[config.mk]
export PLATFORM = sky130hd
export DESIGN_NAME = pld_lock_cal
export DESIGN_NICKNAME = d
export VERILOG_FILES = /design/src/rtl/pld_pkg.sv /design/src/rtl/pld_lock_cal.sv
export VERILOG_INCLUDE_DIRS = /design/src /design/src/rtl
export SDC_FILE = /design/constraint.sdc
export NUM_CORES = 1
export LEC_CHECK = 0
export ABC_AREA = 1
export BUFFER_PORTS_ARGS = -buffer_cell sky130_fd_sc_hd__clkbuf_2
export CAP_MARGIN = 20
export CELL_PAD_IN_SITES_DETAIL_PLACEMENT = 1
export CELL_PAD_IN_SITES_GLOBAL_PLACEMENT = 1
export CORE_MARGIN = 1
export CORE_UTILIZATION = 35
export CTS_CLUSTER_DIAMETER = 50
export DETAILED_ROUTE_END_ITERATION = 7
export PLACE_DENSITY = 0.72
export SLEW_MARGIN = 40
export SYNTH_ARGS = -nofsm -noshare
export SYNTH_HDL_FRONTEND = slang
export SYNTH_SLANG_ARGS = --single-unit
[constraint.sdc]
create_clock -name clk_sys_in -period 5.18 [get_ports clk_sys_in]
set_clock_uncertainty 0.2 [all_clocks]
set_input_delay 0.259 -clock clk_sys_in [delete_from_list [all_inputs] [get_ports clk_sys_in]]
set_output_delay 0.259 -clock clk_sys_in [all_outputs]
set_load 0.02 [all_outputs]
[src/rtl/pld_defines.svh]
// Offsets, fields, reset values and timing counts of the lock detect and calibration block
`ifndef PLD_DEFINES_SVH
`define PLD_DEFINES_SVH

`define PLD_ADDR_W          8
`define PLD_OFS_STAGE       8'h00
`define PLD_OFS_UPDATE      8'h04
`define PLD_OFS_ACTIVE      8'h08
`define PLD_OFS_STATUS      8'h0c
`define PLD_OFS_INT_STATUS  8'h10
`define PLD_OFS_INT_MASK    8'h14

`define PLD_BIT_CAL_START   0
`define PLD_BIT_DIV_LSB     1
`define PLD_BIT_DIV_MSB     2
`define PLD_BIT_LD_DISABLE  3
`define PLD_BIT_WIN_LOW     4
`define PLD_BIT_CNT_LSB     5
`define PLD_BIT_CNT_MSB     6
`define PLD_BIT_UPDATE      0
`define PLD_CTRL_RESET      7'h06

`define PLD_INT_LOCK_GAINED 0
`define PLD_INT_LOCK_LOST   1
`define PLD_INT_CAL_DONE    2

`define PLD_LOCK_CNT_0      8'h05
`define PLD_LOCK_CNT_1      8'h10
`define PLD_LOCK_CNT_2      8'h40
`define PLD_LOCK_CNT_3      8'hff

`define PLD_CLK_PERIOD_NS   25
`define PLD_WIN_HIGH_NS     200
`define PLD_WIN_LOW_NS      75
`define PLD_LOSS_HIGH_NS    400
`define PLD_LOSS_LOW_NS     150
`define PLD_WIN_HIGH_CYC    (`PLD_WIN_HIGH_NS / `PLD_CLK_PERIOD_NS)
`define PLD_WIN_LOW_CYC     (`PLD_WIN_LOW_NS / `PLD_CLK_PERIOD_NS)
`define PLD_LOSS_HIGH_CYC   (`PLD_LOSS_HIGH_NS / `PLD_CLK_PERIOD_NS)
`define PLD_LOSS_LOW_CYC    (`PLD_LOSS_LOW_NS / `PLD_CLK_PERIOD_NS)
`define PLD_CAL_PERIODS     8'h10

`endif

[src/rtl/pld_pkg.sv]
// Types of the lock detect and calibration block
package pld_pkg;

  typedef struct packed {
    logic [7:0]  paddr;
    logic        psel;
    logic        penable;
    logic        pwrite;
    logic [31:0] pwdata;
  } pld_apb_req_type;

  typedef struct packed {
    logic [31:0] prdata;
    logic        pready;
    logic        pslverr;
  } pld_apb_rsp_type;

  typedef enum logic [1:0] {
    PAIR_IDLE,
    PAIR_WAIT_FB,
    PAIR_WAIT_REF
  } pld_pair_type;

  typedef struct packed {
    logic [2:0]   ref_sync;
    logic [2:0]   fb_sync;
    logic [6:0]   stage;
    logic [6:0]   active;
    logic [2:0]   int_status;
    logic [2:0]   int_mask;
    logic [31:0]  rdata;
    logic         slverr;
    pld_pair_type pair;
    logic [7:0]   gap_cnt;
    logic [7:0]   good_cnt;
    logic         locked;
    logic [2:0]   div_cnt;
    logic         cal_clk;
    logic         cal_busy;
    logic [7:0]   cal_cnt;
  } pld_state_type;

endpackage : pld_pkg

[src/rtl/pld_lock_cal.sv]
// Digital lock detector and oscillator calibration control with APB registers
`timescale 1ns/10ps
`include "pld_defines.svh"

module pld_lock_cal (
  input  wire logic                     clk_sys_in,
  input  wire logic                     rst_n_in,
  input  wire pld_pkg::pld_apb_req_type apb_req_in,
  output pld_pkg::pld_apb_rsp_type      apb_rsp_out,
  input  wire logic                     phase_comparator_ref_in,
  input  wire logic                     phase_comparator_fb_in,
  output logic                          lock_detect_out,
  output logic                          cal_clk_out,
  output logic                          osc_calibration_start_out,
  output logic                          irq_out
);
  import pld_pkg::*;

  pld_state_type s_reg;
  pld_state_type s_next;

  logic        ref_rise;
  logic        fb_rise;
  logic        wr_acc;
  logic        rd_acc;
  logic        setup;
  logic        mapped;
  logic [7:0]  addr;
  logic [7:0]  win_cyc;
  logic [7:0]  loss_cyc;
  logic [7:0]  need_cnt;
  logic [2:0]  div_half;
  logic        eval;
  logic [7:0]  gap;
  logic [2:0]  events;
  logic        ld_disable;

  always_comb begin
    addr       = apb_req_in.paddr;
    setup      = apb_req_in.psel && !apb_req_in.penable;
    wr_acc     = apb_req_in.psel && apb_req_in.penable && apb_req_in.pwrite;
    rd_acc     = apb_req_in.psel && apb_req_in.penable && !apb_req_in.pwrite;
    mapped     = (addr == `PLD_OFS_STAGE) || (addr == `PLD_OFS_UPDATE) ||
                 (addr == `PLD_OFS_ACTIVE) || (addr == `PLD_OFS_STATUS) ||
                 (addr == `PLD_OFS_INT_STATUS) || (addr == `PLD_OFS_INT_MASK);
    // Stage 1 feeds only stage 2; edges come from stages 2 and 3
    ref_rise   = s_reg.ref_sync[1] && !s_reg.ref_sync[2];
    fb_rise    = s_reg.fb_sync[1] && !s_reg.fb_sync[2];
    ld_disable = s_reg.active[`PLD_BIT_LD_DISABLE];
    if (s_reg.active[`PLD_BIT_WIN_LOW]) begin
      win_cyc  = 8'(`PLD_WIN_LOW_CYC);
      loss_cyc = 8'(`PLD_LOSS_LOW_CYC);
    end else begin
      win_cyc  = 8'(`PLD_WIN_HIGH_CYC);
      loss_cyc = 8'(`PLD_LOSS_HIGH_CYC);
    end
    case (s_reg.active[`PLD_BIT_CNT_MSB:`PLD_BIT_CNT_LSB])
      2'h0:    need_cnt = `PLD_LOCK_CNT_0;
      2'h1:    need_cnt = `PLD_LOCK_CNT_1;
      2'h2:    need_cnt = `PLD_LOCK_CNT_2;
      default: need_cnt = `PLD_LOCK_CNT_3;
    endcase
    case (s_reg.active[`PLD_BIT_DIV_MSB:`PLD_BIT_DIV_LSB])
      2'h0:    div_half = 3'h0;
      2'h1:    div_half = 3'h1;
      2'h2:    div_half = 3'h3;
      default: div_half = 3'h7;
    endcase
  end

  always_comb begin
    s_next          = s_reg;
    events          = 3'h0;
    eval            = 1'b0;
    gap             = 8'h00;
    s_next.ref_sync = {s_reg.ref_sync[1:0], phase_comparator_ref_in};
    s_next.fb_sync  = {s_reg.fb_sync[1:0], phase_comparator_fb_in};

    // Edge pairing: gap counted in system cycles from the first edge
    case (s_reg.pair)
      PAIR_IDLE: begin
        s_next.gap_cnt = 8'h01;
        if (ref_rise && fb_rise) begin
          eval = 1'b1;
        end else if (ref_rise) begin
          s_next.pair = PAIR_WAIT_FB;
        end else if (fb_rise) begin
          s_next.pair = PAIR_WAIT_REF;
        end
      end
      PAIR_WAIT_FB, PAIR_WAIT_REF: begin
        if ((s_reg.pair == PAIR_WAIT_FB) ? fb_rise : ref_rise) begin
          eval        = 1'b1;
          gap         = s_reg.gap_cnt;
          s_next.pair = PAIR_IDLE;
        end else if (s_reg.gap_cnt > loss_cyc) begin
          // Missing partner edge counts as a gap beyond the loss threshold
          eval        = 1'b1;
          gap         = s_reg.gap_cnt;
          s_next.pair = PAIR_IDLE;
        end else begin
          s_next.gap_cnt = s_reg.gap_cnt + 8'h01;
        end
      end
      default: s_next.pair = PAIR_IDLE;
    endcase

    if (ld_disable) begin
      s_next.pair     = PAIR_IDLE;
      s_next.good_cnt = 8'h00;
      s_next.locked   = 1'b0;
      if (s_reg.locked) begin
        events[`PLD_INT_LOCK_LOST] = 1'b1;
      end
    end else if (eval) begin
      if (gap < win_cyc) begin
        if (!s_reg.locked) begin
          if (s_reg.good_cnt + 8'h01 >= need_cnt) begin
            s_next.locked   = 1'b1;
            s_next.good_cnt = 8'h00;
            events[`PLD_INT_LOCK_GAINED] = 1'b1;
          end else begin
            s_next.good_cnt = s_reg.good_cnt + 8'h01;
          end
        end
      end else if (gap > loss_cyc) begin
        s_next.good_cnt = 8'h00;
        s_next.locked   = 1'b0;
        if (s_reg.locked) begin
          events[`PLD_INT_LOCK_LOST] = 1'b1;
        end
      end else if (!s_reg.locked) begin
        // Between window and threshold: an unlocked count restarts
        s_next.good_cnt = 8'h00;
      end
    end

    // Calibration clock: toggles every half ratio of reference edges
    if (ref_rise) begin
      if (s_reg.div_cnt >= div_half) begin
        s_next.div_cnt = 3'h0;
        s_next.cal_clk = !s_reg.cal_clk;
        if (s_reg.cal_busy && !s_reg.cal_clk) begin
          if (s_reg.cal_cnt + 8'h01 >= `PLD_CAL_PERIODS) begin
            s_next.cal_busy = 1'b0;
            events[`PLD_INT_CAL_DONE] = 1'b1;
          end else begin
            s_next.cal_cnt = s_reg.cal_cnt + 8'h01;
          end
        end
      end else begin
        s_next.div_cnt = s_reg.div_cnt + 3'h1;
      end
    end

    // APB: read data prepared in setup, presented in a zero-wait access
    if (setup) begin
      s_next.slverr = !mapped;
      case (addr)
        `PLD_OFS_STAGE:      s_next.rdata = {25'h0, s_reg.stage};
        `PLD_OFS_ACTIVE:     s_next.rdata = {25'h0, s_reg.active};
        `PLD_OFS_STATUS:     s_next.rdata = {30'h0, s_reg.cal_busy, s_reg.locked};
        `PLD_OFS_INT_STATUS: s_next.rdata = {29'h0, s_reg.int_status};
        `PLD_OFS_INT_MASK:   s_next.rdata = {29'h0, s_reg.int_mask};
        default:             s_next.rdata = 32'h0;
      endcase
    end

    if (wr_acc) begin
      case (addr)
        `PLD_OFS_STAGE:    s_next.stage    = apb_req_in.pwdata[6:0];
        `PLD_OFS_INT_MASK: s_next.int_mask = apb_req_in.pwdata[2:0];
        `PLD_OFS_UPDATE: begin
          // Update reads back zero: it acts once and is never stored
          if (apb_req_in.pwdata[`PLD_BIT_UPDATE]) begin
            s_next.active = s_reg.stage;
            // Only a 0-to-1 change of the active bit starts a run
            if (s_reg.stage[`PLD_BIT_CAL_START] &&
                !s_reg.active[`PLD_BIT_CAL_START]) begin
              s_next.cal_busy = 1'b1;
              s_next.cal_cnt  = 8'h00;
            end
          end
        end
        default: s_next.int_mask = s_reg.int_mask;
      endcase
    end

    // Read clears only the bits captured at setup; later events survive
    if (rd_acc && addr == `PLD_OFS_INT_STATUS) begin
      s_next.int_status = (s_reg.int_status & ~s_reg.rdata[2:0]) | events;
    end else begin
      s_next.int_status = s_reg.int_status | events;
    end
  end

  always_ff @(posedge clk_sys_in or negedge rst_n_in) begin
    if (!rst_n_in) begin
      s_reg            <= '0;
      s_reg.pair       <= PAIR_IDLE;
      s_reg.stage      <= `PLD_CTRL_RESET;
      s_reg.active     <= `PLD_CTRL_RESET;
    end else begin
      s_reg <= s_next;
    end
  end

  always_comb begin
    apb_rsp_out.prdata        = s_reg.rdata;
    apb_rsp_out.pready        = 1'b1;
    apb_rsp_out.pslverr       = s_reg.slverr && apb_req_in.psel && apb_req_in.penable;
    lock_detect_out           = s_reg.locked;
    cal_clk_out               = s_reg.cal_clk;
    osc_calibration_start_out = s_reg.cal_busy;
    irq_out                   = |(s_reg.int_status & s_reg.int_mask);
  end

endmodule : pld_lock_cal

After elaboration in Yosys (flattened, before gate mapping)
Cells that the tools add are included.

Flip-flop bits (word level): 91. Bits of input ports: 47. Output and inout port bits: 38. Logic and storage cells: 145.

Add/subtract/negate cells: 4. $lt $le $gt $ge: 6. Equality and inequality tests: 18. Mux-type cells: 55. Bitwise gates (word level): 5. Reduce and logical (&&, ||, !) cells: 41.

Operator list (number): $mux W9 (11); $mux W8 (9); $pmux W7 S5 (1); $add A8 B1 Y8 const B (3); $pmux W8 S3 (1); $mux W1 (18); $eq A8 B4 Y1 const B (2); $eq A8 B5 Y1 const B (2); $gt A8 B8 Y1 (2); $pmux W8 S2 (1); $mux W2 (7); $logic_and A1 B1 Y1 (12); $reduce_and A3 Y1 (4); $pmux W3 S3 (1); $eq A8 B3 Y1 const B (1); $ge A8 B5 Y1 const B (1); $ge A8 B8 Y1 (1); $logic_not A8 Y1 (1); $lt A8 B8 Y1 (1); $ne A4 B4 Y1 const B (2); $reduce_and A2 Y1 (4); $logic_not A1 Y1 (7); $and A3 B3 Y3 (2); $eq A2 B1 Y1 const B (3); other kinds (19) (32).

Depth between registers and ports, before layout
Gate-level depths: netlist of the first run.

Word-level depth: 12. Gate-level depth with buffers: 23.

Worst setup path after synthesis of the first run
No wires, ideal clock.

Kind: register -> register. From: register s_reg[75] (netlist bit). To: register s_reg[14] (netlist bit). Arrival time: 2.304 ns. Required time: 4.863 ns. Slack: 2.559 ns. Cell stages (with the launch flop): 22. Period minus slack after synthesis: 2.621 ns. Path through: dfrtp_1 inv_1 ha_1 nand2_1 nand2_1 nand2_1 nand2_1 nand2_2 nand2_4 nand2_4 nor2_2 ha_1 nand2_1 inv_1 nand3_1 nor2_1 a21oi_2 nand2_2 nand2_4 nand2_4 nand2_1 nand2_1.

Longest elaborated chain between the ends: 10. Elaborated cells on any way between the ends: 19. Those cells by class: order compare: 3; eq/ne: 2; mux: 12; reduce/logical: 2.

RTL lines: from (decl) (RTL line pld_lock_cal.sv:19) `pld_state_type s_reg;`; from (signal assigned) (RTL line pld_lock_cal.sv:204) `s_reg <= s_next;`; $mux W5 (RTL line pld_lock_cal.sv:50) `` if (s_reg.active[`PLD_BIT_WIN_LOW]) begin ``; $gt A8 B8 Y1 (RTL line pld_lock_cal.sv:96) `end else if (s_reg.gap_cnt > loss_cyc) begin`; $mux W8 (RTL line pld_lock_cal.sv:96); $mux W8 (RTL line pld_lock_cal.sv:92) `if ((s_reg.pair == PAIR_WAIT_FB) ? fb_rise : ref_rise) begin`; $mux W8 (RTL line pld_lock_cal.sv:80) `case (s_reg.pair)`; $gt A8 B8 Y1 (RTL line pld_lock_cal.sv:126) `end else if (gap > loss_cyc) begin`; $mux W8 (RTL line pld_lock_cal.sv:126); $mux W9 (RTL line pld_lock_cal.sv:116) `if (gap < win_cyc) begin`; $mux W9 (RTL line pld_lock_cal.sv:115) `end else if (eval) begin`; $mux W9 (RTL line pld_lock_cal.sv:108) `if (ld_disable) begin`.

Several ways; a longest one is shown, not always the timed one. The select of a mux whose other input is x is not followed. A chain may end at the register's enable or synchronous reset.

Worst setup path in the final report of the first run
From: register s_reg[75] (netlist bit). To: register s_reg[16] (netlist bit).

Same word-level chain as after synthesis.

==> impl_metrics.tcl, run 1 <==
set metrics [dict create \
    status "completed" \
    tightestPinTransition_ns 0.755 \
    coreArea_um2 11400 \
    ir_worst_vdd_mv 0.168 \
    worstSetupStartpointType "register" \
    holdCritStartpoint "apb_req_in[4]" \
    cts_buffer_depth 2 \
    gp_congestion 0.805 \
    finalMaxSlewViolations 0 \
    cts_root_buf "clkbuf_16" \
    post_cts_buffers 0 \
    r2r_setup_slack_ns 2.11 \
    die_y_um 110 \
    power_leakage_nw 2.41 \
    num_antenna_cells 0 \
    worstSetupEndpointType "register" \
    rr_endpoint "s_reg[16]$_DFFE_PN0P_" \
    drc 0 \
    power_density_nw_per_um2 386 \
    netlist_area_um2 4100 \
    rows 39 \
    vias 3319 \
    cts_tree "yes" \
    layout-drive-gt1-share_pct 12.9 \
    start_util_pct 35.9 \
    relSlewSlack_pct 49.1 \
    worstSetupPathType "reg -> reg" \
    synth_warnings 0 \
    worst_ep_arrival_time_ns 3.08 \
    dieWidth_um 110 \
    cp.required_ns 5.19 \
    insertion_delay_ns 0.33 \
    reg2reg_from "s_reg[75]$_DFFE_PN0P_" \
    r2r_cells 21 \
    hold_class "in -> reg" \
    avgRoutedWirePerCell_um 13.3 \
    critical_path.max_fanout 9 \
    via_per_inst 4.69 \
    design.portCount 85 \
    dp_cells 684 \
    power.total_w 0.00180 \
    first_pass_iters 4 \
    fin_crit_ns 3.07 \
    grt_pass1_vias 3415 \
    grt.total_usage_pct 17.4 \
    largest_register_ffs 51 \
    port_buffers 33 \
    grt_max_degree 67 \
    rsz0062_at_grt "false" \
    cts_max_level 3 \
    ant_nets 0 \
    clock.fmax_mhz 326 \
    final_cells 708 \
    ys_ff_latch 66 \
    ys_seq_area_share_pct 40.4 \
    worst_slack_ns 2.11 \
    grt_pass1_wl_mm 16.3 \
    final_cell_mix "nand2_1, inv_1, dfrtp_1" \
    areaGrowthSynthToFinish_pct 13.7 \
    final_common_cell "nand2_1" \
    antenna_found_initial 0 \
    holdPathEnd "s_reg[82]$_DFFE_PN0P_" \
    synth_area_per_cell_um2 7.88 \
    yosysUniqueCellTypes 42 \
    layout.nets 635 \
    die_area_um2 12100 \
    holdPathStages 3 \
    pre_cts_slack_ns 2.08 \
    synthCells 520 \
    clk_pin_slew_worst_paths_ns 0.06 \
    clock_sinks 66 \
    cts_buffers 9 \
    setup_violations 0 \
    wl_mm 9.39 \
    finalSetupTns_ns 0 \
    timing.final.crit_share_pct 59.3 \
    hold_viol 0 \
    place_hpwl_mm 7.07 \
    drt_first_iter_violations 114 \
    overflow 0 \
    cap_viol_max_count 0 \
]
## kinds of logic after synthesis
logic type                 after synthesis  synth area share, %
adders and majority gates               28                 8.55
DFF                                     66                 40.4
and+or+nand+nor                        227                 25.2
other                                    2                0.183
buffers and inverters                  120                 14.1
xor gates and xnor gates                 7                 1.50
AOI/OAI and AO/OA                       70                 9.96
## cell usage after synthesis (all sizes together)
master | instances | share of area [%]
nand2 | 113 | 11
inv | 82 | 7.5
dfrtp | 62 | 38
nor2 | 58 | 5.5
buf | 35 | 6.4
o21ai | 34 | 4.2
ha | 28 | 8.6
nand3 | 27 | 3.3
a21oi | 17 | 2.2
nor3 | 12 | 2.1
nand4 | 8 | 1.4
xor2 | 7 | 1.5
o22ai | 6 | 0.92
a221oi | 5 | 1.1
dfstp | 4 | 2.6
nand3b | 3 | 0.55
a22oi | 2 | 0.37
clkbuf | 2 | 0.18
conb | 2 | 0.18
nor3b | 2 | 0.37
or2 | 2 | 0.31
a21boi | 1 | 0.18
and2 | 1 | 0.15
clkinv | 1 | 0.092
nor4b | 1 | 0.21
o21a | 1 | 0.18
o311ai | 1 | 0.21
o31ai | 1 | 0.18
o32ai | 1 | 0.21
o41ai | 1 | 0.21
## per-layer routing
metal | global-route usage (%) | wire length, um
met2 | 29.8 | 4700
met3 | 3.47 | 209
met4 | 4.51 | 85
met5 | 0 | 0
met1 | 22.5 | 4400
## power by group
group	switching, W	total, W	internal, W
clock	0.000235	0.000620	0.000385
sequential	0.0000579	0.000632	0.000574
combinational	0.000367	0.000545	0.000179
total	0.000660	0.00180	0.00114
## how the worst max path moves through the flow
stage,start,to,slack (ns),cells after the start
6_report,s_reg[75]$_DFFE_PN0P_,s_reg[16]$_DFFE_PN0P_,2.11,21
5_1_grt,s_reg[75]$_DFFE_PN0P_,s_reg[16]$_DFFE_PN0P_,1.82,21
4_1_cts,s_reg[75]$_DFFE_PN0P_,s_reg[20]$_DFFE_PN0P_,2.07,21
3_5_place_dp,s_reg[75]$_DFFE_PN0P_,s_reg[20]$_DFFE_PN0P_,2.08,21
3_3_place_gp,s_reg[75]$_DFFE_PN0P_,s_reg[14]$_DFFE_PN0P_,2.14,21
2_1_floorplan,s_reg[75]$_DFFE_PN0P_,s_reg[14]$_DFFE_PN0P_,2.56,21
## worst max-delay path, cell delays in order (launching register included)
cell	delay, ns
dfrtp_1	0.53
inv_1	0.18
ha_1	0.33
nand2_1	0.06
nand2_1	0.05
nand2_1	0.04
nand2_1	0.06
nand2_2	0.07
nand2_4	0.10
nand2_4	0.07
nor2_2	0.17
ha_1	0.28
nand2_1	0.07
inv_1	0.04
nand3_1	0.07
nor2_1	0.06
a21oi_2	0.10
nand2_2	0.09
nand2_4	0.13
nand2_4	0.10
nand2_1	0.08
nand2_1	0.05
## final cells by class
cell class              instances  area (um^2)
clock buffers                  10          239
clock inverters                 6         66.3
flip-flops and latches         66         1660
fillers                      1441         6760
repair buffers                 42          256
inverters                      83          312
multi-input cells             358         1950
well taps                     143          179
## per-stage QoR
stage	area, um^2	hold slack, ns	utilization [%]
finish	4660	0.0178	40.8
global route	4660	0.0227	40.8
floorplan	4190	-0.237	-
detailed placement	4270	0.139	37.4
global placement	4270	0.136	37.4
CTS	4660	0.0169	40.8
## repair_timing
item                                    in CTS  in global routing
resized for setup                            0                  0
hold endpoints to repair                    71                  0
hold buffers                                 8                  0
endpoints found under the setup margin       0                  0
No activity file was read; power rests on OpenSTA's default activity.
==> run 2, diff against run 1 <==
- ABC_AREA: 1 -> 0
- clock period: 5.18 -> 2.5 ns (I/O delays scaled with it)
==> run 2 against run 1 <==
  * The run now ends with setup timing left
  * Combinational power increased by 130%
  * Via count increased by 4.2%
  * Sequential cell count unchanged
  * Critical path depth decreased by 5
  * First-iteration DRC count increased by 19%
  * Sequential share of layout area decreased by 5.0 points
  * Core utilization increased by 6.7 points
  * Die area about the same
  * Fmax decreased by 11%
  * Largest power group is now the clock network
==> impl_metrics.tcl, run 2 <==
set metrics [dict create \
    drc 0 \
    synth_area_per_cell_um2 9.67 \
    port_buffers 33 \
    use_met2_pct 32.8 \
    die_y_um 110 \
    final_common_cell "buf_4" \
    grt.total_usage_pct 18.9 \
    die_area_um2 12100 \
    power_density_nw_per_um2 697 \
    timing.final.crit_share_pct 139 \
    ys_seq_area_share_pct 40.4 \
    insertion_delay_ns 0.34 \
    holdPathStages 6 \
    fillCellCount 1307 \
    cap_viol_max_count 0 \
    register_area_um2 1660 \
    grt.busiest_layer "met2" \
    cts_tree "yes" \
    yosysUniqueCellTypes 62 \
    synth_edf_count 0 \
    multi_input_area_um2 2360 \
    layout.nets 606 \
    cts_max_level 3 \
    wl_mm 11.2 \
    status "complete, but fails checks" \
    final_cell_mix "buf_4, dfrtp_1, nand2_1" \
    netlist_area_um2 4100 \
    cts_buffers 9 \
    ir_worst_vdd_mv 0.378 \
    ys.flop_type "dfrtp_1" \
    ant_nets 0 \
    rsz0062_at_grt "true" \
    clock.fmax_mhz 288 \
    synthArstFlopShare_pct 100 \
    worst_ep_arrival_time_ns 3.47 \
    cts_root_buf "clkbuf_16" \
    synth_warnings 0 \
    grt_pass1_vias 3546 \
    critical_path.max_fanout 6 \
    tightestPinTransition_ns 0.669 \
    place_hpwl_mm 7.72 \
    coreArea_um2 11400 \
    design.portCount 85 \
    yosysTopAreaCell "dfrtp_1" \
    clock_sinks 66 \
    fin_crit_ns 3.47 \
    cp.required_ns 2.50 \
    hold_class "in -> reg" \
    synth_most_common_cell "dfrtp_1" \
    cts_buffer_depth 2 \
    synth_top_area_share_pct 37.9 \
    grt_util_met1_pct 22.7 \
    grt_max_degree 43 \
    ys_ff_latch 66 \
    clk_pin_slew_worst_paths_ns 0.06 \
    relSlewSlack_pct 55.0 \
    largest_register_ffs 51 \
    avgRoutedWirePerCell_um 16.4 \
    worstSetupPathType "reg -> reg" \
    start_util_pct 35.9 \
    first_pass_iters 4 \
    whs_ns 0.0606 \
    num_antenna_cells 0 \
    ys_top_cells_by_count "dfrtp_1, nand2_1, buf_4, nor2_1" \
    overflow 0 \
    hold_viol 0 \
    vias 3459 \
    gp_congestion 0.893 \
    r2r_cells 16 \
    setup_violations 11 \
    worstSetupEndpointType "register" \
    drt_first_iter_violations 136 \
    synthCells 424 \
    worst_slack_ns -0.969 \
    finalMaxSlewViolations 0 \
    power_leakage_nw 2.61 \
    via_per_inst 5.09 \
    violations "setup timing" \
    dieWidth_um 110 \
    worstSetupStartpointType "register" \
    layout-drive-gt1-share_pct 35.6 \
    areaGrowthSynthToFinish_pct 32.3 \
    grt_pass1_wl_mm 17.4 \
    synthTopCellsByArea "dfrtp_1, ha_1, buf_4, mux2_2, nand2_1" \
    antenna_found_initial 0 \
    rows 39 \
    power.total_w 0.00378 \
    grtUsageMet3_pct 4.06 \
]
run 2: cell families after synthesis:
group,after synthesis,share of synthesized area [%]
other,2,0.183
and+or+nand+nor,155,19.5
DFF,66,40.4
muxes,28,7.45
buffers and inverters,60,9.37
adders and majority gates,28,8.55
xor gates and xnor gates,8,1.71
AOI/OAI and AO/OA,77,12.9
run 2: cell type report:
| cell class | instances | area share (%) |
|---|---|---|
| Sequential cell | 66 | 30.6 |
| Timing Repair Buffer | 116 | 15.7 |
| Multi-Input combinational cell | 322 | 43.6 |
| Tap cell | 143 | 3.30 |
| Inverter | 16 | 1.11 |
| Clock inverter | 6 | 1.34 |
| Clock buffer | 10 | 4.41 |
run 2: report_power, final:
group / internal (W) / switching (W)
logic: 0.000553 / 0.000687
registers: 0.00115 / 0.0000588
clock network: 0.000813 / 0.000519
total: 0.00252 / 0.00126
run 2: path summary, 6_finish.rpt:
kind                                             from  slack (ns)               endpoint
worst max-delay path            s_reg[75]$_DFFE_PN0P_       -0.97  s_reg[16]$_DFFE_PN0P_
worst min-delay path                   apb_req_in[33]        0.06    s_reg[69]$_DFF_PN0_
worst max register to register  s_reg[75]$_DFFE_PN0P_       -0.97  s_reg[16]$_DFFE_PN0P_
worst min register to register   s_next[86]$_DFF_PN0_        0.15   s_next[87]$_DFF_PN0_
max in group asynchronous                    rst_n_in        1.26  s_reg[73]$_DFFE_PN1P_
min in group asynchronous                    rst_n_in        0.14  s_reg[26]$_DFFE_PN0P_
run 2: timing repair:
action,4_1_cts,5_1_grt
setup endpoints to repair,11,18
pin swaps,17,16
hold endpoints to repair,37,0
hold buffers,11,0
buffers inserted,7,4
gates resized for setup,19,24
run 2: stage by stage:
step | instances | cell area (um^2) | utilization [%] | worst slack [ns] | setup TNS [ns]
after global placement | 642 | 4740 | 41.5 | -0.661 | -6.63
after CTS | 676 | 5310 | 46.5 | -0.851 | -8.32
final | 679 | 5420 | 47.5 | -0.969 | -9.64
after detailed placement | 642 | 4740 | 41.5 | -0.859 | -8.40
after floorplan | 448 | 4250 | - | -0.740 | -7.64
after global routing | 679 | 5420 | 47.5 | -1.11 | -11.31
run 2: per-layer routing:
metal | part of all wire, % | wire length (um)
met1 | 43 | 4780
met2 | 52 | 5760
met3 | 3.0 | 335
met4 | 2.7 | 297
met5 | 0 | 0
run 2: worst max-delay path, cell delays in order (launching register included):
cell and delay [ns]:
dfrtp_2 0.42, inv_2 0.08, ha_4 0.19, nor2b_1 0.12, o31a_1 0.30, o21ai_2 0.19, a21boi_2 0.12, and2_4 0.16
ha_4 0.27, nand3b_1 0.11, nand2_2 0.13, a21oi_2 0.07, a211oi_2 0.28, a41oi_4 0.18, buf_6 0.18, a32oi_2 0.20
o21ai_1 0.11
